===== config.mk =====
export PLATFORM = sky130hd
export DESIGN_NAME = dpm_host
export DESIGN_NICKNAME = d
export VERILOG_FILES = /design/src/pkg/dpm_pkg.sv /design/src/hdl/dpm_ck_gen.sv /design/src/hdl/dpm_host.sv /design/src/hdl/dpm_wb_regs.sv
export SDC_FILE = /design/constraint.sdc
export NUM_CORES = 1
export LEC_CHECK = 0
export BUFFER_PORTS_ARGS = -buffer_cell sky130_fd_sc_hd__buf_2
export CORE_MARGIN = 2
export CORE_UTILIZATION = 53
export DETAILED_ROUTE_END_ITERATION = 10
export HOLD_SLACK_MARGIN = 0.1
export PLACE_DENSITY = 0.86
export REMOVE_ABC_BUFFERS = 1
export SLEW_MARGIN = 5
export SYNTH_ARGS = -nofsm -noshare
export SYNTH_HDL_FRONTEND = slang
export SYNTH_HIERARCHICAL = 1
export SYNTH_SLANG_ARGS = --single-unit
export TNS_END_PERCENT = 10

===== constraint.sdc =====
create_clock -name core_clk_i -period 2.3 [get_ports core_clk_i]
set_clock_uncertainty 0.05 [all_clocks]
set_input_delay 0.115 -clock core_clk_i [delete_from_list [all_inputs] [get_ports core_clk_i]]
set_output_delay 0.115 -clock core_clk_i [all_outputs]
set_load 0.03 [all_outputs]

===== src/pkg/dpm_pkg.sv =====
// shared constants and types for the dram power-state and mode-program host
package dpm_pkg;
  // link clock divider: ck period is CK_DIV core cycles
  localparam int CK_DIV_DEF = 8;
  localparam int TW = 10;
  // link timings in link clock cycles (nCK)
  localparam logic [9:0] T_MRD_NCK = 10'h008;
  localparam logic [9:0] T_MOD_NCK = 10'h018;
  localparam logic [9:0] T_CKE_NCK = 10'h003;
  localparam logic [9:0] T_XS_NCK = 10'h028;
  localparam logic [9:0] T_XP_NCK = 10'h008;
  localparam logic [9:0] T_RFC_NCK = 10'h020;
  localparam logic [9:0] T_LONG_NCK = 10'h040;
  localparam logic [9:0] DODTLOFF_NCK = 10'h00A;
  localparam int T_XSDLL_NCK_DEF = 64;
  // register byte offsets
  localparam logic [7:0] REG_CMD = 8'h00;
  localparam logic [7:0] REG_MRS = 8'h04;
  localparam logic [7:0] REG_ODT = 8'h08;
  localparam logic [7:0] REG_STAT = 8'h0C;
  // command register fields
  localparam int CMD_OP_LSB = 0;
  localparam int CMD_RTT_BIT = 3;
  localparam int CMD_LONG_BIT = 4;
  localparam int CMD_GEAR_BIT = 5;
  localparam int CMD_W = 6;
  // mode register word: address bits, then mode register number
  localparam int MRS_ADDR_W = 14;
  localparam int MRS_SEL_LSB = 14;
  localparam int MRS_W = 17;
  localparam logic [2:0] MR_RESERVED = 3'h7;
  localparam logic [6:0] MR_ALL = 7'h7F;
  // status register fields
  localparam int ST_STATE_LSB = 0;
  localparam int ST_PEND_BIT = 2;
  localparam int ST_REFUSED_BIT = 3;
  localparam int ST_MASK_LSB = 4;
  localparam int ST_INIT_BIT = 11;
  localparam int ST_ODT_BIT = 12;
  localparam int ST_CKE_BIT = 13;
  // operations
  localparam logic [2:0] OP_NONE = 3'h0;
  localparam logic [2:0] OP_MRS = 3'h1;
  localparam logic [2:0] OP_REF = 3'h2;
  localparam logic [2:0] OP_SRE = 3'h3;
  localparam logic [2:0] OP_SRX = 3'h4;
  localparam logic [2:0] OP_PDE = 3'h5;
  localparam logic [2:0] OP_PDX = 3'h6;
  typedef enum logic [1:0] {HS_IDLE, HS_PD, HS_SR} dpm_state_t;
endpackage


===== src/hdl/dpm_ck_gen.sv =====
// link clock divider with a fall strobe
`timescale 1ns/1ps
module dpm_ck_gen #(
  parameter int CK_DIV = 8
)(
  input wire logic core_clk_i,
  input wire logic reset_n_i,
  output logic ck_o,
  output logic fall_o
);
  localparam int CW = $clog2(CK_DIV);
  localparam logic [CW-1:0] LAST = CW'(CK_DIV - 1);
  localparam logic [CW-1:0] HALF_M1 = CW'(CK_DIV / 2 - 1);
  logic [CW-1:0] cnt_q;
  logic ck_q;
  if (CK_DIV < 2 || (CK_DIV % 2) != 0) begin : g_bad_div
    $error("dpm_ck_gen: CK_DIV must be even and at least 2");
  end
  // pins change together with the falling link edge, the far end samples on the rise
  assign fall_o = (cnt_q == HALF_M1);
  assign ck_o = ck_q;
  always_ff @(posedge core_clk_i or negedge reset_n_i) begin
    if (!reset_n_i) begin
      cnt_q <= '0;
      ck_q <= 1'b1;
    end else begin
      cnt_q <= (cnt_q == LAST) ? '0 : cnt_q + 1'b1;
      ck_q <= (cnt_q == LAST) ? 1'b1 : (fall_o ? 1'b0 : ck_q);
    end
  end
endmodule


===== src/hdl/dpm_host.sv =====
// host that sequences power states and mode register writes of a ddr4 device
// Contract
// - every command is the cs/act/ras/cas/we/cke pattern sampled on a rising ck.
// - power-down entry and exit are sent with deselect only.
// - self-refresh exit carries deselect, or nop when gear-down is in use.
// - self-refresh entered only from idle, cke falling with a refresh.
// - a new cke level is held until one ck before tCKE.
// - deselect only during tXS after exit; odt waits for tXSDLL.
// - combinations outside the legal transitions are refused, never sent.
// - idle means cke high and all earlier timings satisfied.
// - all seven mode registers written before refresh or power states.
// - each mode write carries the full address field set.
// - mode writes only while idle with cke high.
// - mode writes spaced by at least tMRD.
// - mode writes changing pin behaviour wait for the update to finish.
// - only deselect until tMOD after a mode write; a further mode write is still sent once tMRD has passed.
// - listed special mode writes use the long wait instead of tMOD.
// - odt low for DODTLoff plus one ck before an rtt write, until tMOD.
// - rtt-affecting writes are flagged by software per command.
// - odt may rise again once tMOD has expired.
`timescale 1ns/1ps
module dpm_host #(
  parameter int CK_DIV = dpm_pkg::CK_DIV_DEF,
  parameter int T_XSDLL = dpm_pkg::T_XSDLL_NCK_DEF
)(
  input wire logic core_clk_i,
  input wire logic reset_n_i,
  input wire logic wb_cyc_i,
  input wire logic wb_stb_i,
  input wire logic wb_we_i,
  input wire logic [7:0] wb_adr_i,
  input wire logic [3:0] wb_sel_i,
  input wire logic [31:0] wb_dat_i,
  output logic [31:0] wb_dat_o,
  output logic wb_ack_o,
  output logic ddr_ck_o,
  output logic ddr_cke_o,
  output logic ddr_cs_n_o,
  output logic ddr_act_n_o,
  output logic ddr_ras_n_o,
  output logic ddr_cas_n_o,
  output logic ddr_we_n_o,
  output logic [1:0] ddr_ba_o,
  output logic ddr_bg_o,
  output logic [13:0] ddr_addr_o,
  output logic ddr_odt_o
);
  localparam int TW = dpm_pkg::TW;
  localparam logic [TW-1:0] T_XSDLL_V = TW'(T_XSDLL);
  localparam int MRD_CLK = int'(dpm_pkg::T_MRD_NCK) * CK_DIV;
  localparam int CKE_CLK = (int'(dpm_pkg::T_CKE_NCK) - 1) * CK_DIV;
  if (T_XSDLL < int'(dpm_pkg::T_XS_NCK) || T_XSDLL >= (1 << TW)) begin : g_bad_xsdll
    $error("dpm_host: T_XSDLL must cover tXS and fit the timer");
  end

  function automatic logic [TW-1:0] dec(input logic [TW-1:0] t);
    return (t == '0) ? '0 : t - 1'b1;
  endfunction
  // legality by current state and init status; timing holds the command back, not refuses it
  function automatic logic op_legal(input dpm_pkg::dpm_state_t st, input logic [2:0] op,
                                    input logic init);
    logic ok;
    ok = 1'b0;
    unique case (op)
      dpm_pkg::OP_MRS: ok = (st == dpm_pkg::HS_IDLE);
      dpm_pkg::OP_REF, dpm_pkg::OP_SRE, dpm_pkg::OP_PDE: ok = (st == dpm_pkg::HS_IDLE) && init;
      dpm_pkg::OP_SRX: ok = (st == dpm_pkg::HS_SR);
      dpm_pkg::OP_PDX: ok = (st == dpm_pkg::HS_PD);
      default: ok = 1'b0;
    endcase
    return ok;
  endfunction

  logic fall;
  logic cmd_we;
  logic [dpm_pkg::CMD_W-1:0] cmd_dat;
  logic [dpm_pkg::MRS_W-1:0] mrs_word;
  logic odt_en;
  logic stat_clr;
  logic [31:0] stat;
  dpm_pkg::dpm_state_t st_q, st_d;
  logic pend_q, rtt_q, long_q, gear_q, refused_q;
  logic [2:0] op_q;
  logic [dpm_pkg::MRS_W-1:0] pmrs_q;
  logic [6:0] mr_done_q;
  logic [TW-1:0] mrd_q, mod_q, ckeh_q, xs_q, xsdll_q, odth_q, lowck_q;
  logic cke_q, cs_n_q, ras_n_q, cas_n_q, we_n_q, odt_q, bg_q;
  logic [1:0] ba_q;
  logic [13:0] addr_q;
  logic iss_mrs_q, iss_rtt_q, iss_pwr_q;

  dpm_ck_gen #(.CK_DIV(CK_DIV)) u_ck (
    .core_clk_i(core_clk_i),
    .reset_n_i(reset_n_i),
    .ck_o(ddr_ck_o),
    .fall_o(fall)
  );
  dpm_wb_regs u_regs (
    .core_clk_i(core_clk_i),
    .reset_n_i(reset_n_i),
    .wb_cyc_i(wb_cyc_i),
    .wb_stb_i(wb_stb_i),
    .wb_we_i(wb_we_i),
    .wb_adr_i(wb_adr_i),
    .wb_sel_i(wb_sel_i),
    .wb_dat_i(wb_dat_i),
    .wb_dat_o(wb_dat_o),
    .wb_ack_o(wb_ack_o),
    .cmd_we_o(cmd_we),
    .cmd_dat_o(cmd_dat),
    .mrs_word_o(mrs_word),
    .odt_en_o(odt_en),
    .stat_clr_o(stat_clr),
    .stat_i(stat)
  );

  wire logic init_done = (mr_done_q == dpm_pkg::MR_ALL);
  wire logic [2:0] new_op = cmd_dat[dpm_pkg::CMD_OP_LSB +: 3];
  wire logic [2:0] new_mr = mrs_word[dpm_pkg::MRS_SEL_LSB +: 3];
  wire logic [2:0] cur_mr = pmrs_q[dpm_pkg::MRS_SEL_LSB +: 3];
  // a mode write is bound to the register word present when the command is taken
  wire logic accept = cmd_we && !pend_q && op_legal(st_q, new_op, init_done) &&
                      !(new_op == dpm_pkg::OP_MRS && new_mr == dpm_pkg::MR_RESERVED);
  wire logic refuse = cmd_we && !accept;
  wire logic odt_ready = !rtt_q || (lowck_q > dpm_pkg::DODTLOFF_NCK);
  wire logic idle_ok = (st_q == dpm_pkg::HS_IDLE) && cke_q && (mod_q == '0);
  wire logic run = fall && pend_q;
  wire logic go_mrs = run && op_q == dpm_pkg::OP_MRS && st_q == dpm_pkg::HS_IDLE && cke_q &&
                      mrd_q == '0 && odt_ready;
  wire logic go_ref = run && op_q == dpm_pkg::OP_REF && idle_ok && mrd_q == '0;
  wire logic go_sre = run && op_q == dpm_pkg::OP_SRE && idle_ok && ckeh_q == '0;
  wire logic go_pde = run && op_q == dpm_pkg::OP_PDE && idle_ok && ckeh_q == '0;
  wire logic go_srx = run && op_q == dpm_pkg::OP_SRX && ckeh_q == '0;
  wire logic go_pdx = run && op_q == dpm_pkg::OP_PDX && ckeh_q == '0;
  wire logic go_any = go_mrs || go_ref || go_sre || go_pde || go_srx || go_pdx;
  wire logic cke_drop = go_sre || go_pde;
  wire logic cke_rise = go_srx || go_pdx;
  // power-down edges carry deselect; self-refresh exit may carry nop in gear-down
  wire logic nx_cs_n = !(go_mrs || go_ref || go_sre || (go_srx && gear_q));
  wire logic nx_rc_n = !(go_mrs || go_ref || go_sre);
  wire logic nx_we_n = !go_mrs;
  wire logic [TW-1:0] mod_len = long_q ? dpm_pkg::T_LONG_NCK : dpm_pkg::T_MOD_NCK;
  wire logic [TW-1:0] mrd_len = long_q ? dpm_pkg::T_LONG_NCK : dpm_pkg::T_MRD_NCK;
  wire logic [TW-1:0] gap_ld = go_mrs ? mrd_len : go_ref ? dpm_pkg::T_RFC_NCK :
                               go_srx ? dpm_pkg::T_XS_NCK : dpm_pkg::T_XP_NCK;
  wire logic [TW-1:0] mod_ld = go_mrs ? mod_len : gap_ld;
  wire logic gap_hit = go_mrs || go_ref || go_srx || go_pdx;
  wire logic odt_d = odt_en && st_q != dpm_pkg::HS_SR && !go_sre && xsdll_q == '0 &&
                     odth_q == '0 && !(pend_q && rtt_q);

  always_comb begin
    st_d = st_q;
    if (go_sre) begin
      st_d = dpm_pkg::HS_SR;
    end else if (go_pde) begin
      st_d = dpm_pkg::HS_PD;
    end else if (cke_rise) begin
      st_d = dpm_pkg::HS_IDLE;
    end
  end

  // request holding: one operation at a time, taken from the register port
  always_ff @(posedge core_clk_i or negedge reset_n_i) begin
    if (!reset_n_i) begin
      pend_q <= 1'b0;
      op_q <= dpm_pkg::OP_NONE;
      rtt_q <= 1'b0;
      long_q <= 1'b0;
      gear_q <= 1'b0;
      pmrs_q <= '0;
      refused_q <= 1'b0;
    end else begin
      refused_q <= refuse | (refused_q & ~stat_clr);
      if (accept) begin
        pend_q <= 1'b1;
        op_q <= new_op;
        rtt_q <= cmd_dat[dpm_pkg::CMD_RTT_BIT] && new_op == dpm_pkg::OP_MRS;
        long_q <= cmd_dat[dpm_pkg::CMD_LONG_BIT];
        gear_q <= cmd_dat[dpm_pkg::CMD_GEAR_BIT];
        pmrs_q <= mrs_word;
      end else if (go_any) begin
        pend_q <= 1'b0;
      end
    end
  end

  // link timers, all counted in link clock cycles
  always_ff @(posedge core_clk_i or negedge reset_n_i) begin
    if (!reset_n_i) begin
      mrd_q <= '0;
      mod_q <= '0;
      ckeh_q <= '0;
      xs_q <= '0;
      xsdll_q <= '0;
      odth_q <= '0;
      lowck_q <= '0;
    end else if (fall) begin
      mrd_q <= gap_hit ? gap_ld : dec(mrd_q);
      mod_q <= gap_hit ? mod_ld : dec(mod_q);
      ckeh_q <= (cke_drop || cke_rise) ? dpm_pkg::T_CKE_NCK - 1'b1 : dec(ckeh_q);
      xs_q <= go_srx ? dpm_pkg::T_XS_NCK : dec(xs_q);
      xsdll_q <= go_srx ? T_XSDLL_V : dec(xsdll_q);
      odth_q <= (go_mrs && rtt_q) ? mod_len : dec(odth_q);
      lowck_q <= odt_q ? '0 : ((&lowck_q) ? lowck_q : lowck_q + 1'b1);
    end
  end

  // pins update on the falling link edge so they are settled at the rise
  always_ff @(posedge core_clk_i or negedge reset_n_i) begin
    if (!reset_n_i) begin
      st_q <= dpm_pkg::HS_IDLE;
      cke_q <= 1'b1;
      cs_n_q <= 1'b1;
      ras_n_q <= 1'b1;
      cas_n_q <= 1'b1;
      we_n_q <= 1'b1;
      odt_q <= 1'b0;
      bg_q <= 1'b0;
      ba_q <= 2'h0;
      addr_q <= 14'h0000;
    end else if (fall) begin
      st_q <= st_d;
      cke_q <= cke_drop ? 1'b0 : (cke_rise ? 1'b1 : cke_q);
      cs_n_q <= nx_cs_n;
      ras_n_q <= nx_rc_n;
      cas_n_q <= nx_rc_n;
      we_n_q <= nx_we_n;
      odt_q <= odt_d;
      if (go_mrs) begin
        {bg_q, ba_q} <= cur_mr;
        addr_q <= pmrs_q[dpm_pkg::MRS_ADDR_W-1:0];
      end
    end
  end

  // mode-register coverage and one-cycle issue markers used for checking
  always_ff @(posedge core_clk_i or negedge reset_n_i) begin
    if (!reset_n_i) begin
      mr_done_q <= 7'h00;
      iss_mrs_q <= 1'b0;
      iss_rtt_q <= 1'b0;
      iss_pwr_q <= 1'b0;
    end else begin
      if (go_mrs) begin
        mr_done_q[cur_mr] <= 1'b1;
      end
      iss_mrs_q <= go_mrs;
      iss_rtt_q <= go_mrs && rtt_q;
      iss_pwr_q <= go_ref || go_sre || go_pde;
    end
  end

  assign ddr_cke_o = cke_q;
  assign ddr_cs_n_o = cs_n_q;
  assign ddr_act_n_o = 1'b1;
  assign ddr_ras_n_o = ras_n_q;
  assign ddr_cas_n_o = cas_n_q;
  assign ddr_we_n_o = we_n_q;
  assign ddr_bg_o = bg_q;
  assign ddr_ba_o = ba_q;
  assign ddr_addr_o = addr_q;
  assign ddr_odt_o = odt_q;
  assign stat = {18'h0_0000, cke_q, odt_q, init_done, mr_done_q, refused_q, pend_q, st_q};

  // helper counters, core cycles since the last cke change and last mode write
  logic [15:0] cke_age_q, since_mrs_q;
  always_ff @(posedge core_clk_i or negedge reset_n_i) begin
    if (!reset_n_i) begin
      cke_age_q <= 16'hFFFF;
      since_mrs_q <= 16'hFFFF;
    end else begin
      cke_age_q <= (cke_q != (cke_drop ? 1'b0 : cke_rise ? 1'b1 : cke_q)) ? 16'h0000 :
                   ((&cke_age_q) ? cke_age_q : cke_age_q + 1'b1);
      since_mrs_q <= go_mrs ? 16'h0000 : ((&since_mrs_q) ? since_mrs_q : since_mrs_q + 1'b1);
    end
  end
  wire logic mrs_pins = !cs_n_q && !ras_n_q && !cas_n_q && !we_n_q;
  wire logic nop_pins = !cs_n_q && ras_n_q && cas_n_q && we_n_q;
endmodule


===== src/hdl/dpm_wb_regs.sv =====
// classic wishbone slave holding the host's own control registers
`timescale 1ns/1ps
module dpm_wb_regs (
  input wire logic core_clk_i,
  input wire logic reset_n_i,
  input wire logic wb_cyc_i,
  input wire logic wb_stb_i,
  input wire logic wb_we_i,
  input wire logic [7:0] wb_adr_i,
  input wire logic [3:0] wb_sel_i,
  input wire logic [31:0] wb_dat_i,
  output logic [31:0] wb_dat_o,
  output logic wb_ack_o,
  output logic cmd_we_o,
  output logic [dpm_pkg::CMD_W-1:0] cmd_dat_o,
  output logic [dpm_pkg::MRS_W-1:0] mrs_word_o,
  output logic odt_en_o,
  output logic stat_clr_o,
  input wire logic [31:0] stat_i
);
  logic ack_q;
  logic [31:0] dat_q;
  logic [dpm_pkg::MRS_W-1:0] mrs_q;
  logic odt_q;
  function automatic logic [31:0] merge(input logic [31:0] old, input logic [31:0] nw,
                                        input logic [3:0] sel);
    logic [31:0] r;
    r = old;
    for (int i = 0; i < 4; i++) begin
      if (sel[i]) begin
        r[i*8 +: 8] = nw[i*8 +: 8];
      end
    end
    return r;
  endfunction
  // the request acts in its first cycle; ack follows on the next edge
  wire logic go = wb_cyc_i && wb_stb_i && !ack_q;
  wire logic wr = go && wb_we_i;
  wire logic hit_cmd = (wb_adr_i == dpm_pkg::REG_CMD);
  wire logic hit_mrs = (wb_adr_i == dpm_pkg::REG_MRS);
  wire logic hit_odt = (wb_adr_i == dpm_pkg::REG_ODT);
  wire logic hit_stat = (wb_adr_i == dpm_pkg::REG_STAT);
  wire logic [31:0] mrs_m = merge({15'h0000, mrs_q}, wb_dat_i, wb_sel_i);
  wire logic [31:0] rd_mux = hit_mrs ? {15'h0000, mrs_q} :
                             hit_odt ? {31'h0000_0000, odt_q} :
                             hit_stat ? stat_i : 32'h0000_0000;
  assign cmd_we_o = wr && hit_cmd && wb_sel_i[0];
  assign cmd_dat_o = wb_dat_i[dpm_pkg::CMD_W-1:0];
  assign stat_clr_o = wr && hit_stat && wb_sel_i[0] && wb_dat_i[dpm_pkg::ST_REFUSED_BIT];
  assign wb_ack_o = ack_q;
  assign wb_dat_o = dat_q;
  assign mrs_word_o = mrs_q;
  assign odt_en_o = odt_q;
  always_ff @(posedge core_clk_i or negedge reset_n_i) begin
    if (!reset_n_i) begin
      ack_q <= 1'b0;
      dat_q <= 32'h0000_0000;
      mrs_q <= '0;
      odt_q <= 1'b0;
    end else begin
      ack_q <= go;
      dat_q <= go ? rd_mux : 32'h0000_0000;
      if (wr && hit_mrs) begin
        mrs_q <= mrs_m[dpm_pkg::MRS_W-1:0];
      end
      if (wr && hit_odt && wb_sel_i[0]) begin
        odt_q <= wb_dat_i[0];
      end
    end
  end
endmodule


==> results.ini, run 1 <==
[route]
dr_total_vias = 7108
ant_nets = 0
drc_errors = 0
viasPerCell = 6.386
wl_per_cell_um = 22.07
first_iter_violations = 893
drtPass1Iterations = 6
routed_wl_um = 24570

[synthesis]
synth_cell_types = 76
yosysWarnings = 6
synthCells = 735
synth-main-ff-cell = dfrtp_1
syn_area_mm2 = 0.008129
async_flop_share = 1.000
yosys_register_bits = 171
synth_top_cell_area_share = 0.5110
synth_area_leaders = dfrtp_1 (51%), mux2_2 (8.6%), o21ai_0 (2.6%)
synth_edf_count = 0
synth.most_common_cell = dfrtp_1
syn_area_per_cell_um2 = 11.06
ys_seq_area_frac = 0.5272
synthTopCellsByCount = dfrtp_1 (166), mux2_2 (62), nand2_1 (53)
synth_top_area_cell = dfrtp_1

[floorplan]
initial_utilization = 0.5387
rows = 45
dieHeight_um = 127.8
die_area_mm2 = 0.01634
io_pins = 107
coreArea_mm2 = 0.01509
die_w_um = 127.8

[placed_design]
dp_hpwl_um = 12800
globalplace.congestion = 0.8985
portBuffers = 89

[worst_setup_path]
crit_path_end_kind = register
cp-start-kind = input port
path_cells = dlygate4sd3_1 > buf_2 > nand2b_1 > nor2_2 > o21ai_1 > a2111oi_4 > buf_4 > clkbuf_16 > mux2_2
slowest_stage = dlygate4sd3_1
critPathMaxStageDelay_ns = 0.56
rr_worst_depth = 7
crit_path_max_fanout = 6
worst-setup-path-type = input port to register
path_depth = 9
rr_endpoint = op_q[1]
ff2ff_setup_slack_ns = -0.08
critPathRequiredTime_ns = 2.57
cp.arrival_ns = 2.66
timing.rr.start = mr_done_q[0]
cp.buffers_inverters = 4
cpLargestDelayFamily = buffers and inverters

[sta]
slew_headroom = 0.6211
rsz0062_at_grt = yes
fmax_mhz = 417.8
final.min_clock_period_ns = 2.393
hold_viol = 0
tns_ns = -0.7075
period_share = 1.041
hold_slack_ns = 0.1869
slew_violations = 0
setup_viol = 16
postLayoutSetupSlackWorst_ns = -0.09338
tightestPinTransition_ns = 0.5683

[power_and_ir_drop]
power.leakage_nw = 5.068
total_power_mw = 6.203
vdd_drop_max_v = 0.0005272
powerDensity_mw_per_mm2 = 605.7

[cts]
numCtsBuffers = 17
clock-sinks = 171
clockRootBuffer = clkbuf_16
ctsHtreeMaxLevel = 4
clock_path_buffers = 2
insertion_delay_ns = 0.44
tritoncts = built
clk_pin_slew_ns = 0.08

[status]
status = finished with violations
violations = setup timing

[worst_hold_path]
hp-class = input port to asynchronous set/reset pin

[global_routing]
track_usage = 0.2771
antenna_found_initial = 0
grt_first_pass_wirelength_um = 35580
grt_overflow = 0
grt_pass1_vias = 6926
grt_max_degree = 61

[layout]
drive_gt1_frac = 0.3114
post-route-util = 0.6787
syn_to_final_growth_pct = 25.98
antenna_cells = 0
fin_nets = 973

[run]
cap_violations = 0

[power by group]
part / switching (mW) / internal [mW]
Combinational: 0.135 / 0.0815
Clock: 1.38 / 1.59
Sequential: 0.00562 / 3.01
Total: 1.52 / 4.68
[layout by cell type, fill, tap and decap left out, types with 5 or more instances in the layout]
| cell type | synthesis | layout |
|---|---|---|
| o21ai_0 | 43 | 41 |
| a22o_1 | 5 | 5 |
| dlygate4sd3_1 | 0 | 28 |
| nand3_1 | 23 | 20 |
| nor2b_1 | 6 | 6 |
| nand4_1 | 8 | 8 |
| buf_2 | 7 | 88 |
| and3_1 | 7 | 7 |
| clkbuf_16 | 0 | 19 |
| inv_1 | 28 | 27 |
| buf_6 | 5 | 5 |
| buf_4 | 9 | 50 |
| a21oi_1 | 13 | 13 |
| o211ai_1 | 5 | 5 |
| inv_8 | 0 | 6 |
| conb_1 | 2 | 19 |
| nand4b_1 | 5 | 5 |
| mux2i_1 | 20 | 20 |
| ha_1 | 12 | 11 |
| o31ai_1 | 13 | 13 |
| and4_1 | 6 | 6 |
| nand2_1 | 53 | 52 |
| dfrtp_1 | 166 | 166 |
| o2bb2ai_1 | 5 | 5 |
| or4_1 | 8 | 7 |
| nand2b_1 | 14 | 13 |
| nand3b_1 | 6 | 6 |
| and2_1 | 20 | 20 |
| nor2_1 | 49 | 48 |
| a31oi_1 | 6 | 6 |
| mux2_2 | 62 | 62 |
| nor4_1 | 14 | 11 |
| dfstp_2 | 5 | 5 |
| nor3_1 | 16 | 16 |
| buf_12 | 0 | 5 |
| a21o_1 | 9 | 9 |
[per-stage QoR]
stage	worst slack, ns	instances	instance area, µm²
after floorplan	-3.158	714	7970
after global placement	-0.01887	1047	9143
after detailed placement	-0.07602	1047	9143
after CTS	0.02073	1108	10060
after global routing	-0.1822	1113	10240
final	-0.09338	1113	10240
[worst max path at each step]
stage / startpoint / endpoint / slack (ns)
3_3_place_gp: mrd_q[0] / ddr_addr_o[0] / -0.02
2_1_floorplan: u_ck/cnt_q[0] / mod_q[6] / -3.16
3_5_place_dp: mrd_q[0] / ddr_bg_o / -0.08
4_1_cts: mrd_q[0] / mod_q[4] / 0.02
5_1_grt: ddr_cke_o / mr_done_q[5] / -0.18
6_report: wb_dat_i[1] / op_q[1] / -0.09
[flip-flops by register name, summed over array words and instances, names as in the netlist, 2 cells and up]
signal             cells
ckeh_q                10
ddr_addr_o            14
ddr_ba_o               2
lowck_q               10
mod_q                 10
mr_done_q              7
mrd_q                 10
odth_q                10
op_q                   3
pmrs_q                17
st_q                   2
u_ck/cnt_q             3
u_regs/mrs_word_o     17
u_regs/wb_dat_o       32
xsdll_q               10
[cell families (layout without fill, tap and decap cells)]
family | count (synthesis) | count (layout) | share of synthesized area
DFF | 171 | 171 | 0.5272
buffers and inverters | 66 | 239 | 0.04032
xor gates and xnor gates | 4 | 4 | 0.004310
muxes | 82 | 82 | 0.1105
adders and majority gates | 12 | 12 | 0.01847
and+or+nand+nor | 263 | 263 | 0.1835
AOI/OAI and AO/OA | 135 | 135 | 0.1148
other | 2 | 19 | 0.0009238
[what timing repair did]
item / 4_1_cts / 5_1_grt
pin swaps: 0 / 3
buffers inserted: 0 / 2
cloned: 0 / 3
resized for setup: 5 / 21
endpoints found under the setup margin: 28 / 69
hold buffers: 29 / 0
hold endpoints to repair: 197 / 0
[layout make-up]
type / instances / area (µm²)
Timing Repair Buffer: 179 / 1315
Clock inverter: 14 / 170.2
Multi-Input combinational cell: 515 / 3691
Tap cell: 188 / 235.2
Inverter: 28 / 105.1
Fill cell: 939 / 4848
Sequential cell: 171 / 4285
Clock buffer: 18 / 439.2
[layer usage]
| metal | up-vias | wire length, µm | GRT usage |
|---|---|---|---|
| li1 | 3016 | - | - |
| met1 | 3483 | 9327 | 0.3437 |
| met2 | 483 | 12050 | 0.4599 |
| met3 | 126 | 1934 | 0.06260 |
| met4 | 0 | 1249 | 0.1377 |
| met5 | - | 0 | 0 |
Power figures use the tool's default switching activity.
==> run 2, diff against run 1 <==
--- a/config.mk
+++ b/config.mk
@@ -5,6 +5,7 @@
 export SDC_FILE = /design/constraint.sdc
 export NUM_CORES = 1
 export LEC_CHECK = 0
+export ABC_AREA = 1
 export BUFFER_PORTS_ARGS = -buffer_cell sky130_fd_sc_hd__buf_2
 export CORE_MARGIN = 2
 export CORE_UTILIZATION = 53
==> results.ini, run 2 <==
[placed_design]
portBuffers = 89
dp_hpwl_um = 13990
globalplace.congestion = 0.8512
place_inst = 1342

[worst_setup_path]
rr_endpoint = ddr_addr_o[4]
rr_worst_depth = 11
worst-setup-path-type = input port to register
crit_end = pmrs_q[8]
critPathMaxStageDelay_ns = 0.55
cpLargestDelayFamily = buffers and inverters
crit_start = wb_adr_i[2]
slowest_stage = dlygate4sd3_1
ff2ff_setup_slack_ns = 0.15
critPathRequiredTime_ns = 2.62
path_cells = dlygate4sd3_1 > buf_2 > nor2_1 > dlygate4sd3_1 > nand3_1 > nor2_1 > nor3b_4 > buf_8 > nand3_1 > nand2_1
cp.buffers_inverters = 4
crit_path_end_kind = register
cp-start-kind = input port
timing.rr.start = u_ck/cnt_q[0]
crit_path_max_fanout = 23
cp.arrival_ns = 2.51
path_depth = 10

[cts]
clock_path_buffers = 2
clockRootBuffer = clkbuf_16
numCtsBuffers = 17
ctsHtreeMaxLevel = 4
clk_pin_slew_ns = 0.07
tritoncts = built
insertion_delay_ns = 0.44
clock-sinks = 171

[run]
cap_violations = 0

[route]
drtPass1Iterations = 6
dr_total_vias = 7801
first_iter_violations = 939
ant_nets = 0
routed_wl_um = 22320
viasPerCell = 5.482
wl_per_cell_um = 15.68
drc_errors = 0

[floorplan]
die_area_mm2 = 0.01756
rows = 46
die_w_um = 132.5
coreArea_mm2 = 0.01600
initial_utilization = 0.5472
io_pins = 107
dieHeight_um = 132.5

[synthesis]
synth_cell_types = 46
yosys_register_bits = 171
async_flop_share = 1.000
synth.most_common_cell = nand2_1
synth_area_leaders = dfrtp_1 (47%), nand2_1 (12%), nor2_1 (4.8%)
synthTopCellsByCount = nand2_1 (288), dfrtp_1 (166), nor2_1 (111)
ys_seq_area_frac = 0.4894
synth-main-ff-cell = dfrtp_1
syn_area_per_cell_um2 = 8.435
synth_top_area_cell = dfrtp_1
synthCells = 1038
syn_area_mm2 = 0.008756
synth_top_cell_area_share = 0.4744
yosysWarnings = 6
synth_edf_count = 0

[global_routing]
grt_first_pass_wirelength_um = 36260
grt_max_degree = 66
antenna_found_initial = 0
grt_pass1_vias = 7553
track_usage = 0.2558
grt_overflow = 0

[layout]
largest_reg_flops = 32
syn_to_final_growth_pct = 20.31
antenna_cells = 0
drive_gt1_frac = 0.2022
fin_cells = 1423
layout_commonest_cell = nand2_1
final_cell_mix = nand2_1 (287), dfrtp_1 (166), nor2_1 (111)
fin_nets = 1255
num-fill-cells = 1198

[sta]
hold_viol = 0
fmax_mhz = 457.8
tns_ns = 0
period_share = 0.9497
final.min_clock_period_ns = 2.184
setup_viol = 0
slew_headroom = 0.5908
tightestPinTransition_ns = 0.6138
slew_violations = 0

[power_and_ir_drop]
total_power_mw = 6.176
powerDensity_mw_per_mm2 = 586.3
power.leakage_nw = 5.760
vdd_drop_max_v = 0.0005477

[status]
status = completed

[worst_hold_path]
hp-class = input port to asynchronous set/reset pin

## run 2: cell families after synthesis
logic type	count (synthesis)	share of synthesized area
and+or+nand+nor	570	0.3001
DFF	171	0.4894
buffers and inverters	147	0.08017
AOI/OAI and AO/OA	100	0.07617
xor gates and xnor gates	35	0.03501
adders and majority gates	12	0.01715
other	2	0.0008577
muxes	1	0.001143
## run 2: worst min path at each step
stage	start	end	slack (ns)
after global routing	wb_we_i	refused_q	0.19
after global placement	reset_n_i	ddr_addr_o[11]	0.09
final	reset_n_i	u_regs/mrs_word_o[6]	0.18
after detailed placement	reset_n_i	ddr_addr_o[10]	0.1
after floorplan	reset_n_i	ckeh_q[0]	-0.23
after CTS	wb_we_i	refused_q	0.12
## run 2: power breakdown
| group | total, mW | internal [mW] | switching, mW |
|---|---|---|---|
| clock network | 2.93 | 1.62 | 1.31 |
| registers | 3.02 | 3.01 | 0.00458 |
| logic | 0.232 | 0.0813 | 0.151 |
| total | 6.18 | 4.71 | 1.47 |
## run 2: layout make-up
class                           count  area [µm²]  area share
Tap cell                          216       270.3     0.02566
Timing Repair Buffer              157        1117      0.1061
Clock buffer                       17       425.4     0.04038
Multi-Input combinational cell    737        3854      0.3658
Sequential cell                   171        4285      0.4068
Clock inverter                     15       162.7     0.01544
Inverter                          110       419.2     0.03979
## run 2: metrics by stage
step / setup slack, ns / hold WS, ns / util / area (µm²)
final: 0.1157 / 0.1784 / 0.6584 / 10530
after global routing: -0.05271 / 0.1920 / 0.6584 / 10530
after CTS: 0.01792 / 0.1243 / 0.6544 / 10470
after detailed placement: 0.1921 / 0.09599 / 0.5901 / 9442
after global placement: 0.3176 / 0.09340 / 0.5901 / 9442
after floorplan: -0.7049 / -0.2306 / - / 8537
## run 2: worst register-to-register path, stage by stage, from the launching register on
cell and delay [ns]:
dfrtp_1 0.36, ha_1 0.21, ha_2 0.25, nand2_2 0.10, nor2_2 0.14, nand3_2 0.14, inv_2 0.13, nand2_2 0.08
nor2_4 0.27, buf_4 0.24, nand2_1 0.08, nand2_1 0.06
## run 2: repair_timing
item,in CTS,in global routing
hold buffers,44,0
setup endpoints to repair,0,37
buffers inserted,0,5
resized for setup,0,6
hold endpoints to repair,123,0
## run 2: routing by layer
layer	track usage	vias to the layer above	routed length, µm
met5	0	-	0
met1	0.3290	3678	8887
li1	-	3602	-
met3	0.06054	100	1688
met4	0.1201	0	943
met2	0.4108	421	10800
